<file path="config.mk">
export PLATFORM = sky130hd
export DESIGN_NAME = hssc_core
export DESIGN_NICKNAME = d
export VERILOG_FILES = /design/src/hw/hssc_pkg.sv /design/src/hw/hssc_core.sv
export SDC_FILE = /design/constraint.sdc
export NUM_CORES = 2
export LEC_CHECK = 0
export ABC_AREA = 0
export BUFFER_PORTS_ARGS = -buffer_cell sky130_fd_sc_hd__buf_2
export CAP_MARGIN = 40
export CORE_UTILIZATION = 65
export CTS_CLUSTER_SIZE = 20
export DETAILED_ROUTE_END_ITERATION = 7
export GPL_TIMING_DRIVEN = 0
export PLACE_DENSITY = 0.82
export SLEW_MARGIN = 20
export SYNTH_ARGS = -nofsm -noshare
export SYNTH_HDL_FRONTEND = slang
export SYNTH_SLANG_ARGS = --single-unit
</file>
<file path="constraint.sdc">
create_clock -name clk_sys -period 18.61 [get_ports clk_sys]
set_input_delay 2.7915 -clock clk_sys [delete_from_list [all_inputs] [get_ports clk_sys]]
set_output_delay 2.7915 -clock clk_sys [all_outputs]
set_load 0.05 [all_outputs]
</file>
<file path="src/hw/hssc_pkg.sv">
// Constants and types for the origin search and stop control block
package hssc_pkg;
  // Register offsets (byte addresses)
  localparam logic [7:0] CTRL_OFS = 8'h00;
  localparam logic [7:0] STATUS_OFS = 8'h04;
  localparam logic [7:0] SPEED_OFS = 8'h08;
  localparam logic [7:0] ACCEL_OFS = 8'h0C;
  localparam logic [7:0] STOPCFG_OFS = 8'h10;
  localparam logic [7:0] POS_A_OFS = 8'h14;
  localparam logic [7:0] POS_B_OFS = 8'h18;
  localparam logic [7:0] CMD_A_OFS = 8'h1C;
  localparam logic [7:0] CMD_B_OFS = 8'h20;
  localparam logic [7:0] UPPER_OFS = 8'h24;

  // Command codes written to a command register
  localparam logic [2:0] CMD_NONE = 3'h0;
  localparam logic [2:0] CMD_SEEK_RISE = 3'h1;
  localparam logic [2:0] CMD_SEEK_FALL = 3'h2;
  localparam logic [2:0] CMD_SEEK_INDEX = 3'h3;
  localparam logic [2:0] CMD_STOP = 3'h4;

  // Stop configuration field positions
  localparam int STOP_SIG_EN_BIT = 0;
  localparam int STOP_SIG_DECEL_BIT = 1;
  localparam int STOP_SENS_EN_BIT = 2;
  localparam int STOP_SENS_DECEL_BIT = 3;
  localparam int LIMIT_EN_BIT = 4;
  localparam int LIMIT_DECEL_BIT = 5;
  localparam int SENDER_EN_BIT = 6;
  localparam int SENDER_DECEL_BIT = 7;
  // Stop configuration reset value
  localparam logic [7:0] STOPCFG_RESET = 8'hF8;
  // Control bits: pattern reduction, auto correction
  localparam int PR_EN_BIT = 0;
  localparam int AC_EN_BIT = 1;
  localparam logic [1:0] CTRL_RESET = 2'h3;

  // Speeds and pattern thresholds
  localparam int SPEED_W = 16;
  localparam int POS_W = 24;
  localparam logic [15:0] FLAT_SPAN_MAX = 16'h001F; // Upper-lower <= 31
  localparam int ACC_MIN_MS = 8; // Ramps this short collapse to flat
  localparam logic [15:0] LOWER_RESET = 16'h01F4;
  localparam logic [15:0] UPPER_RESET = 16'h1194;
  localparam logic [15:0] ACCEL_RESET = 16'h03E8;
  // One tick of the internal ms timebase
  localparam int CLK_MHZ = 250;
  localparam int MS_CYCLES = CLK_MHZ * 1000;

  // Per-axis sequencer states
  typedef enum logic [2:0] {
    HSSC_IDLE, HSSC_ACCEL, HSSC_CRUISE, HSSC_DECEL, HSSC_CREEP, HSSC_BRAKE
  } hssc_state_t;
endpackage : hssc_pkg
</file>
<file path="src/hw/hssc_core.sv">
// Two-axis origin search sequencer with stop functions
//
// Local design decisions: the plain strobed port and the placing of the registers.
`timescale 1ns/1ps
`default_nettype none
module hssc_core #(
  parameter int NAX = 2,
  parameter int MS_CYC = hssc_pkg::MS_CYCLES
) (
  input wire logic clk_sys,
  input wire logic rst,
  input wire logic [7:0] reg_addr,
  input wire logic [31:0] reg_wdata,
  input wire logic reg_wr,
  input wire logic reg_rd,
  output logic [31:0] reg_rdata,
  input wire logic all_stop_pin,
  input wire logic no_sender_stop,
  input wire logic [1:0] origin_pin,
  input wire logic [1:0] general_input_zero,
  input wire logic [1:0] general_input_one,
  input wire logic [1:0] general_input_two,
  input wire logic [1:0] general_input_three,
  output logic [1:0] step_pulse,
  output logic [1:0] step_dir,
  output logic [1:0] axis_busy,
  output logic [1:0] gp_in_zero
);
  localparam int PW = hssc_pkg::POS_W;
  localparam int SW = hssc_pkg::SPEED_W;
  // Step accumulator wraps once per second of clock time, so steps = pps
  localparam int STEP_DIV = MS_CYC * 1000;

  // Two-flop synchronisers on every pin input
  logic [11:0] sync1_reg, sync2_reg;
  always_ff @(posedge clk_sys or posedge rst) begin
    if (rst) begin
      sync1_reg <= '0;
      sync2_reg <= '0;
    end else begin
      sync1_reg <= {all_stop_pin, no_sender_stop, origin_pin,
                    general_input_zero, general_input_one,
                    general_input_two, general_input_three};
      sync2_reg <= sync1_reg;
    end
  end
  logic all_stop_s, sender_lost_s;
  logic [1:0] origin_s, gi0_s, gi1_s, sens_s;
  assign all_stop_s = sync2_reg[11];
  assign sender_lost_s = sync2_reg[10];
  assign origin_s = sync2_reg[9:8];
  assign gi0_s = sync2_reg[7:6];
  assign gi1_s = sync2_reg[5:4];
  // Either stop sensor of an axis counts; merged only after synchronising
  assign sens_s = sync2_reg[3:2] | sync2_reg[1:0];

  // Shared register file
  logic [SW-1:0] lower_reg, lower_next, upper_reg, upper_next;
  logic [SW-1:0] accel_reg, accel_next;
  logic [7:0] stopcfg_reg, stopcfg_next;
  logic [1:0] ctrl_reg, ctrl_next;
  always_comb begin
    lower_next = lower_reg;
    upper_next = upper_reg;
    accel_next = accel_reg;
    stopcfg_next = stopcfg_reg;
    ctrl_next = ctrl_reg;
    if (reg_wr) begin
      unique case (reg_addr)
        hssc_pkg::SPEED_OFS: lower_next = reg_wdata[SW-1:0];
        hssc_pkg::UPPER_OFS: upper_next = reg_wdata[SW-1:0];
        hssc_pkg::ACCEL_OFS: accel_next = reg_wdata[SW-1:0];
        hssc_pkg::STOPCFG_OFS: stopcfg_next = reg_wdata[7:0];
        hssc_pkg::CTRL_OFS: ctrl_next = reg_wdata[1:0];
        default: ;
      endcase
    end
  end
  always_ff @(posedge clk_sys or posedge rst) begin
    if (rst) begin
      lower_reg <= hssc_pkg::LOWER_RESET;
      upper_reg <= hssc_pkg::UPPER_RESET;
      accel_reg <= hssc_pkg::ACCEL_RESET;
      stopcfg_reg <= hssc_pkg::STOPCFG_RESET;
      ctrl_reg <= hssc_pkg::CTRL_RESET;
    end else begin
      lower_reg <= lower_next;
      upper_reg <= upper_next;
      accel_reg <= accel_next;
      stopcfg_reg <= stopcfg_next;
      ctrl_reg <= ctrl_next;
    end
  end

  // Millisecond timebase drives speed updates; steps come from the per-cycle accumulator
  logic [31:0] ms_cnt_reg, ms_cnt_next;
  logic ms_tick;
  assign ms_tick = (ms_cnt_reg == 32'(MS_CYC - 1));
  always_comb ms_cnt_next = ms_tick ? '0 : ms_cnt_reg + 32'h0000_0001;
  always_ff @(posedge clk_sys or posedge rst) begin
    if (rst) ms_cnt_reg <= '0;
    else ms_cnt_reg <= ms_cnt_next;
  end

  // Flat profile when span is small or the ramp is too short
  logic [SW-1:0] span;
  logic flat_prof;
  assign span = (upper_reg > lower_reg) ? upper_reg - lower_reg : '0;
  assign flat_prof = (span <= hssc_pkg::FLAT_SPAN_MAX) ||
    (accel_reg == '0) ||
    (32'(span) * 32'd1000 <= 32'(accel_reg) * 32'(hssc_pkg::ACC_MIN_MS));

  logic [NAX-1:0] rdy_a, err_a;
  logic [NAX*PW-1:0] pos_a;
  logic [NAX*3-1:0] st_a;
  logic [NAX-1:0] pulse_a, dir_a;
  logic [NAX-1:0] gp_in_zero_d;

  // Per-axis sequencer
  for (genvar ax = 0; ax < NAX; ax++) begin : g_axis
    hssc_pkg::hssc_state_t st_reg, st_next;
    logic signed [PW-1:0] pos_reg, pos_next;
    logic [PW-1:0] remain_reg, remain_next;
    logic [SW-1:0] spd_reg, spd_next;
    logic [31:0] acc_reg, acc_next;
    logic [2:0] kind_reg, kind_next;
    logic dir_reg, dir_next, err_reg, err_next, pulse_reg, pulse_next;
    logic prev_reg, prev_next;
    logic cmd_wr, pos_wr, load_start;
    logic idx_in, trig_in, trig_prev, hit;
    logic stop_imm, stop_dec, reject;
    logic [PW-1:0] mag, half_low, travel, ramp_dist;
    logic [7:0] cmd_ofs, pos_ofs;

    assign cmd_ofs = (ax == 0) ? hssc_pkg::CMD_A_OFS : hssc_pkg::CMD_B_OFS;
    assign pos_ofs = (ax == 0) ? hssc_pkg::POS_A_OFS : hssc_pkg::POS_B_OFS;
    assign cmd_wr = reg_wr && (reg_addr == cmd_ofs);
    assign pos_wr = reg_wr && (reg_addr == pos_ofs);
    // Index sensor only while the index seek runs; otherwise general input
    assign idx_in = (kind_reg == hssc_pkg::CMD_SEEK_INDEX) &&
                    gi0_s[ax];
    assign gp_in_zero_d[ax] = (kind_reg == hssc_pkg::CMD_SEEK_INDEX) ?
                              1'b0 : gi0_s[ax];
    // Pick the sensor watched by the running seek
    assign trig_in = (kind_reg == hssc_pkg::CMD_SEEK_INDEX) ? gi0_s[ax] :
                     origin_s[ax];
    assign trig_prev = prev_reg;
    assign hit = (st_reg != hssc_pkg::HSSC_IDLE) && (
      ((kind_reg == hssc_pkg::CMD_SEEK_RISE) && origin_s[ax] && !trig_prev) ||
      ((kind_reg == hssc_pkg::CMD_SEEK_FALL) && !origin_s[ax] && trig_prev) ||
      (idx_in && !trig_prev));
    // Configurable stops; all-stop always immediate on both axes
    assign stop_imm = all_stop_s || hit ||
      (stopcfg_reg[hssc_pkg::STOP_SIG_EN_BIT] && gi1_s[ax] &&
       !stopcfg_reg[hssc_pkg::STOP_SIG_DECEL_BIT]) ||
      (stopcfg_reg[hssc_pkg::SENDER_EN_BIT] && sender_lost_s &&
       !stopcfg_reg[hssc_pkg::SENDER_DECEL_BIT]) ||
      (stopcfg_reg[hssc_pkg::STOP_SENS_EN_BIT] && sens_s[ax] &&
       !stopcfg_reg[hssc_pkg::STOP_SENS_DECEL_BIT]);
    assign stop_dec =
      (stopcfg_reg[hssc_pkg::STOP_SIG_EN_BIT] && gi1_s[ax]) ||
      (stopcfg_reg[hssc_pkg::SENDER_EN_BIT] && sender_lost_s) ||
      (stopcfg_reg[hssc_pkg::STOP_SENS_EN_BIT] && sens_s[ax]);
    assign reject = all_stop_s || stop_dec;

    // Distance figures; magnitude of position and half lower speed
    assign mag = pos_reg[PW-1] ? PW'(-pos_reg) : PW'(pos_reg);
    assign half_low = PW'(lower_reg >> 1);
    // Same sum either side of zero; a short seek ends half lower speed past zero
    assign travel = mag + half_low;
    assign ramp_dist = PW'(spd_reg - lower_reg);
    assign load_start = cmd_wr && (st_reg == hssc_pkg::HSSC_IDLE) &&
      (reg_wdata[2:0] inside {hssc_pkg::CMD_SEEK_RISE,
       hssc_pkg::CMD_SEEK_FALL, hssc_pkg::CMD_SEEK_INDEX});

    always_comb begin
      st_next = st_reg;
      pos_next = pos_reg;
      remain_next = remain_reg;
      spd_next = spd_reg;
      acc_next = acc_reg;
      kind_next = kind_reg;
      dir_next = dir_reg;
      err_next = err_reg;
      pulse_next = 1'b0;
      prev_next = trig_in;
      if (pos_wr) pos_next = reg_wdata[PW-1:0];
      if (load_start) begin
        if (reject ||
            (reg_wdata[2:0] == hssc_pkg::CMD_SEEK_RISE && origin_s[ax]) ||
            (reg_wdata[2:0] == hssc_pkg::CMD_SEEK_INDEX && gi0_s[ax])) begin
          err_next = 1'b1;
        end else begin
          err_next = 1'b0;
          kind_next = reg_wdata[2:0];
          dir_next = !pos_reg[PW-1] && (pos_reg != '0); // Toward zero
          // Seeks always reduce and correct, so start at lower speed
          remain_next = travel;
          spd_next = lower_reg;
          acc_next = '0;
          prev_next = (reg_wdata[2:0] == hssc_pkg::CMD_SEEK_INDEX) ?
                      gi0_s[ax] : origin_s[ax];
          // Short seeks have no room to ramp, so they creep throughout
          st_next = (flat_prof || mag < half_low) ?
                    hssc_pkg::HSSC_CREEP : hssc_pkg::HSSC_ACCEL;
        end
      end else if (cmd_wr && reg_wdata[2:0] == hssc_pkg::CMD_STOP &&
                   st_reg != hssc_pkg::HSSC_IDLE && !stop_imm) begin
        // An immediate stop outranks a braking request in the same cycle
        st_next = hssc_pkg::HSSC_BRAKE;
      end else if (st_reg != hssc_pkg::HSSC_IDLE) begin
        if (stop_imm) begin
          st_next = hssc_pkg::HSSC_IDLE;
          kind_next = hssc_pkg::CMD_NONE;
        end else if (stop_dec && st_reg != hssc_pkg::HSSC_BRAKE) begin
          // Once braking, keep ramping down while the condition holds
          st_next = hssc_pkg::HSSC_BRAKE;
        end else begin
          // Step generation: speed in pps against a one-second accumulator
          acc_next = acc_reg + 32'(spd_reg);
          if (acc_reg >= 32'(STEP_DIV) && remain_reg != '0) begin
            acc_next = acc_reg + 32'(spd_reg) - 32'(STEP_DIV);
            pulse_next = 1'b1;
            remain_next = remain_reg - PW'(1);
            pos_next = dir_reg ? pos_reg - 1'b1 : pos_reg + 1'b1;
          end
          if (ms_tick) begin
            unique case (st_reg)
              hssc_pkg::HSSC_ACCEL: begin
                spd_next = (spd_reg + accel_reg / 16'd1000 >= upper_reg) ?
                           upper_reg : spd_reg + 16'd1 + accel_reg / 16'd1000;
                if (remain_reg <= ramp_dist + lower_reg)
                  st_next = hssc_pkg::HSSC_DECEL;
                else if (spd_next == upper_reg)
                  st_next = hssc_pkg::HSSC_CRUISE;
              end
              hssc_pkg::HSSC_CRUISE:
                if (remain_reg <= ramp_dist + lower_reg)
                  st_next = hssc_pkg::HSSC_DECEL;
              hssc_pkg::HSSC_DECEL, hssc_pkg::HSSC_BRAKE: begin
                spd_next = (spd_reg <= lower_reg + 16'd1 + accel_reg / 16'd1000)
                           ? lower_reg : spd_reg - 16'd1 - accel_reg / 16'd1000;
                if (spd_next == lower_reg)
                  st_next = (st_reg == hssc_pkg::HSSC_BRAKE) ?
                            hssc_pkg::HSSC_IDLE : hssc_pkg::HSSC_CREEP;
              end
              default: ;
            endcase
          end
          if (remain_reg == '0) st_next = hssc_pkg::HSSC_IDLE;
        end
      end
      // A halted axis forgets its seek, freeing general input zero
      if (st_next == hssc_pkg::HSSC_IDLE) kind_next = hssc_pkg::CMD_NONE;
    end

    always_ff @(posedge clk_sys or posedge rst) begin
      if (rst) begin
        st_reg <= hssc_pkg::HSSC_IDLE;
        pos_reg <= '0;
        remain_reg <= '0;
        spd_reg <= '0;
        acc_reg <= '0;
        kind_reg <= hssc_pkg::CMD_NONE;
        dir_reg <= 1'b0;
        err_reg <= 1'b0;
        pulse_reg <= 1'b0;
        prev_reg <= 1'b0;
      end else begin
        st_reg <= st_next;
        pos_reg <= pos_next;
        remain_reg <= remain_next;
        spd_reg <= spd_next;
        acc_reg <= acc_next;
        kind_reg <= kind_next;
        dir_reg <= dir_next;
        err_reg <= err_next;
        pulse_reg <= pulse_next;
        prev_reg <= prev_next;
      end
    end
    assign rdy_a[ax] = (st_reg == hssc_pkg::HSSC_IDLE);
    assign err_a[ax] = err_reg;
    assign pos_a[ax*PW +: PW] = pos_reg;
    assign st_a[ax*3 +: 3] = st_reg;
    assign pulse_a[ax] = pulse_reg;
    assign dir_a[ax] = dir_reg;

  end

  // Read mux, data valid the cycle after the read strobe
  logic [31:0] rdata_next;
  always_comb begin
    rdata_next = '0;
    if (reg_rd) begin
      unique case (reg_addr)
        hssc_pkg::CTRL_OFS: rdata_next = 32'(ctrl_reg);
        hssc_pkg::STATUS_OFS: rdata_next = 32'({st_a, err_a, rdy_a});
        hssc_pkg::SPEED_OFS: rdata_next = 32'(lower_reg);
        hssc_pkg::UPPER_OFS: rdata_next = 32'(upper_reg);
        hssc_pkg::ACCEL_OFS: rdata_next = 32'(accel_reg);
        hssc_pkg::STOPCFG_OFS: rdata_next = 32'(stopcfg_reg);
        hssc_pkg::POS_A_OFS: rdata_next = 32'(pos_a[PW-1:0]);
        hssc_pkg::POS_B_OFS: rdata_next = 32'(pos_a[2*PW-1:PW]);
        default: rdata_next = '0;
      endcase
    end
  end
  always_ff @(posedge clk_sys or posedge rst) begin
    if (rst) begin
      reg_rdata <= '0;
      step_pulse <= '0;
      step_dir <= '0;
      axis_busy <= '0;
      gp_in_zero <= '0;
    end else begin
      reg_rdata <= rdata_next;
      step_pulse <= pulse_a;
      step_dir <= dir_a;
      axis_busy <= ~rdy_a;
      gp_in_zero <= gp_in_zero_d;
    end
  end
endmodule : hssc_core
`default_nettype wire

</file>
==> impl_metrics.tcl <==
set metrics [dict create \
    postCtsHoldBufs 0 \
    cts_made_buffers 45 \
    grt_pass1_wl_mm 223 \
    fin_ws_ns 6.68 \
    crit_family "compound AO/OA/AOI/OAI gates" \
    fp.dieH_um 252 \
    fmax_mhz 83.8 \
    synth_area_um2 40500 \
    p_per_area_nw_per_um2 89.1 \
    finalWirelength_mm 147 \
    io_pins 96 \
    leakagePower_nw 19.8 \
    p_switching_mw 1.66 \
    clkPwrFrac_pct 25.4 \
    fin_crit_sh_pct 64.1 \
    combPwrFrac_pct 52.9 \
    synth_cells 4957 \
    cap_violations 0 \
    finalCriticalPeriod_ns 11.93 \
    num_rows 91 \
    most-common-layout-cells "458 x ha_1, 400 x nor2_1, 371 x nand2_1, 357 x o21ai_0, 334 x dfrtp_1" \
    async_flop_share_pct 100 \
    drcViolationCount 0 \
    htreeDepth 2 \
    final.setup_skew_ns 0.0374 \
    final_common_cell "ha_1" \
    area.growth.synth_to_final_pct 8.69 \
    outcome "complete, no violations" \
    cts.sinks 358 \
    place_ws_ns 7.12 \
    hp-class "reg -> reg" \
    clock_path_buffers 3 \
    num-nets-final 5705 \
    die_w_um 252 \
    drt_iter0_drc 5106 \
    grt_usage_pct 45.8 \
    dr.pass1.iters 8 \
    clock-root-buffer "clkbuf_16" \
    crit_path_end_kind "flop" \
    drive_gt1_share_pct 7.76 \
    hpwl_mm 111 \
    initial_core_util_pct 65.7 \
    p_sw_share_pct 42.4 \
    crit_path_start_kind "flop" \
    slew_viol_final 0 \
    first_global_vias 37900 \
    clock_latency_ns 0.64 \
    avgSynthCellArea_um2 8.18 \
    dieArea_um2 63400 \
    seq_power_share_pct 21.6 \
    antenna_found_initial 1 \
    place.gp.congestion 1.05 \
    dp.cells 5899 \
    ys.flop_type "dfrtp_1" \
    cts_resized 0 \
    port_buffers 77 \
    max_slew_margin_pct 36.0 \
    setup_viol 0 \
    path_max_fanout 10 \
    critical_path_arrival_ns 12.45 \
    dr_total_vias 40500 \
    routedWlPerCell_um 24.5 \
    avgViaCountPerCell 6.76 \
    clkTransAtPathRegs_ns 0.07 \
    hold_viol_final 0 \
    fin_tns_setup_ns 0 \
    ys_ff_latch 358 \
    synth_seq_area_share_pct 22.2 \
    cts_setup_buffers 0 \
    rsz0062_at_grt "no" \
    core_area_um2 61700 \
    yosys_warnings 0 \
    ir_drop_mv 0.107 \
    grt_max_degree 103 \
    worst_pin_slew_ns 0.960 \
    internal-power_mw 2.26 \
    slowest_stage "dfrtp_1" \
    critPathRequiredTime_ns 19.13 \
    ys_types 114 \
    path_buf_inv 8 \
    critical_path_class "reg -> reg" \
    drtAntennaViolNets 0 \
    largest_register_ffs 64 \
    max_stage_delay_ns 0.83 \
    cts_tree "yes" \
    final_cells 5994 \
    synth_edf_count 0 \
    grt-ovfl-total 0 \
]
[stage by stage]
stage | power, mW | utilization, % | area [um^2] | hold WS, ns
final | 3.93 | 71.4 | 44100 | 0.346
after global routing | 4.18 | 71.4 | 44100 | 0.360
after CTS | 3.88 | 71.2 | 43900 | 0.349
after detailed placement | 2.88 | 68.5 | 42300 | 0.336
after global placement | 2.78 | 68.1 | 42000 | 0.331
after floorplan | 2.37 | - | 40600 | 0.331
[power by group through the flow]
stage	clock network [mW]	registers (mW)	logic, mW
finish	0.999	0.849	2.08
global route	1.03	0.849	2.30
CTS	0.999	0.845	2.04
detailed placement	0	0.859	2.02
global placement	0	0.859	1.92
floorplan	0	0.837	1.53
[cell type report]
type / count / area [um^2]
flip-flops and latches: 358 / 8990
multi-input cells: 4078 / 29500
repair buffers: 108 / 714
well taps: 837 / 1050
plain buffers: 222 / 945
diodes: 3 / 7.51
clock buffers: 61 / 1310
fillers: 5087 / 17700
inverters: 306 / 1160
clock inverters: 21 / 368
[cells in the mapped netlist (all sizes together), types with 55 or more instances]
| cell type | count | area share (%) |
|---|---|---|
| ha | 458 | 14 |
| nor2 | 400 | 3.7 |
| o21ai | 373 | 4.7 |
| nand2 | 372 | 3.5 |
| dfrtp | 334 | 21 |
| a21oi | 330 | 4.1 |
| inv | 303 | 2.8 |
| xnor2 | 285 | 6.2 |
| clkbuf | 173 | 1.6 |
| nand3 | 162 | 2.1 |
| nor3 | 121 | 1.5 |
| xor2 | 101 | 2.2 |
| a21o | 85 | 1.6 |
| mux2i | 73 | 1.8 |
| fa | 72 | 3.6 |
| mux2 | 67 | 1.9 |
| nor4 | 67 | 1.1 |
| nor2b | 65 | 1.0 |
| o21a | 64 | 1.2 |
| a31oi | 62 | 0.97 |
| nand4 | 62 | 0.99 |
| o31ai | 57 | 1.1 |
| a211oi | 55 | 1.1 |
| nand2b | 55 | 0.85 |
[cells by family (layout without fill, tap and decap cells)]
group / count (synthesis) / in the layout / synth area share [%]
compound gates: 1453 / 1453 / 23.4
flops: 358 / 358 / 22.2
xor+xnor: 398 / 398 / 9.02
fa+ha+maj: 531 / 531 / 17.7
other cells: 1 / 11 / 0.00925
buf+inv: 528 / 718 / 5.16
mux: 140 / 140 / 3.66
simple gates: 1548 / 1548 / 18.9
[metal layers]
metal	part of all wire, %	up-vias	GRT usage (%)
li1	-	18300	-
met1	39	19200	59.8
met2	42	2397	68.4
met3	12	591	11.5
met4	6.9	0	27.3
met5	0	-	0
[worst paths after layout]
check | to | slack (ns) | startpoint | cells after the start
worst min register to register | sync2_reg[1] | 0.35 | sync1_reg[1] | 0
worst min-delay path | sync2_reg[1] | 0.35 | sync1_reg[1] | 0
min in group asynchronous | g_axis[1].pos_reg[16] | 2.26 | rst | 2
worst max-delay path | g_axis[1].st_reg[0] | 6.68 | lower_reg[1] | 45
max in group asynchronous | g_axis[0].acc_reg[30] | 14.93 | rst | 4
worst max register to register | g_axis[1].st_reg[0] | 6.68 | lower_reg[1] | 45
[worst reg2reg max path, delay by kind of cell, from the launching register on]
kind / cells / cell delay [ns]
adder cells (fa/ha/maj): 7 / 2.84
AO/OA/AOI/OAI: 18 / 3.68
buffers and inverters: 8 / 2.15
flip-flops: 1 / 0.83
XOR/XNOR: 1 / 0.10
AND/OR/NAND/NOR: 11 / 2.23
Note: power is estimated with default switching activity, not from simulation.
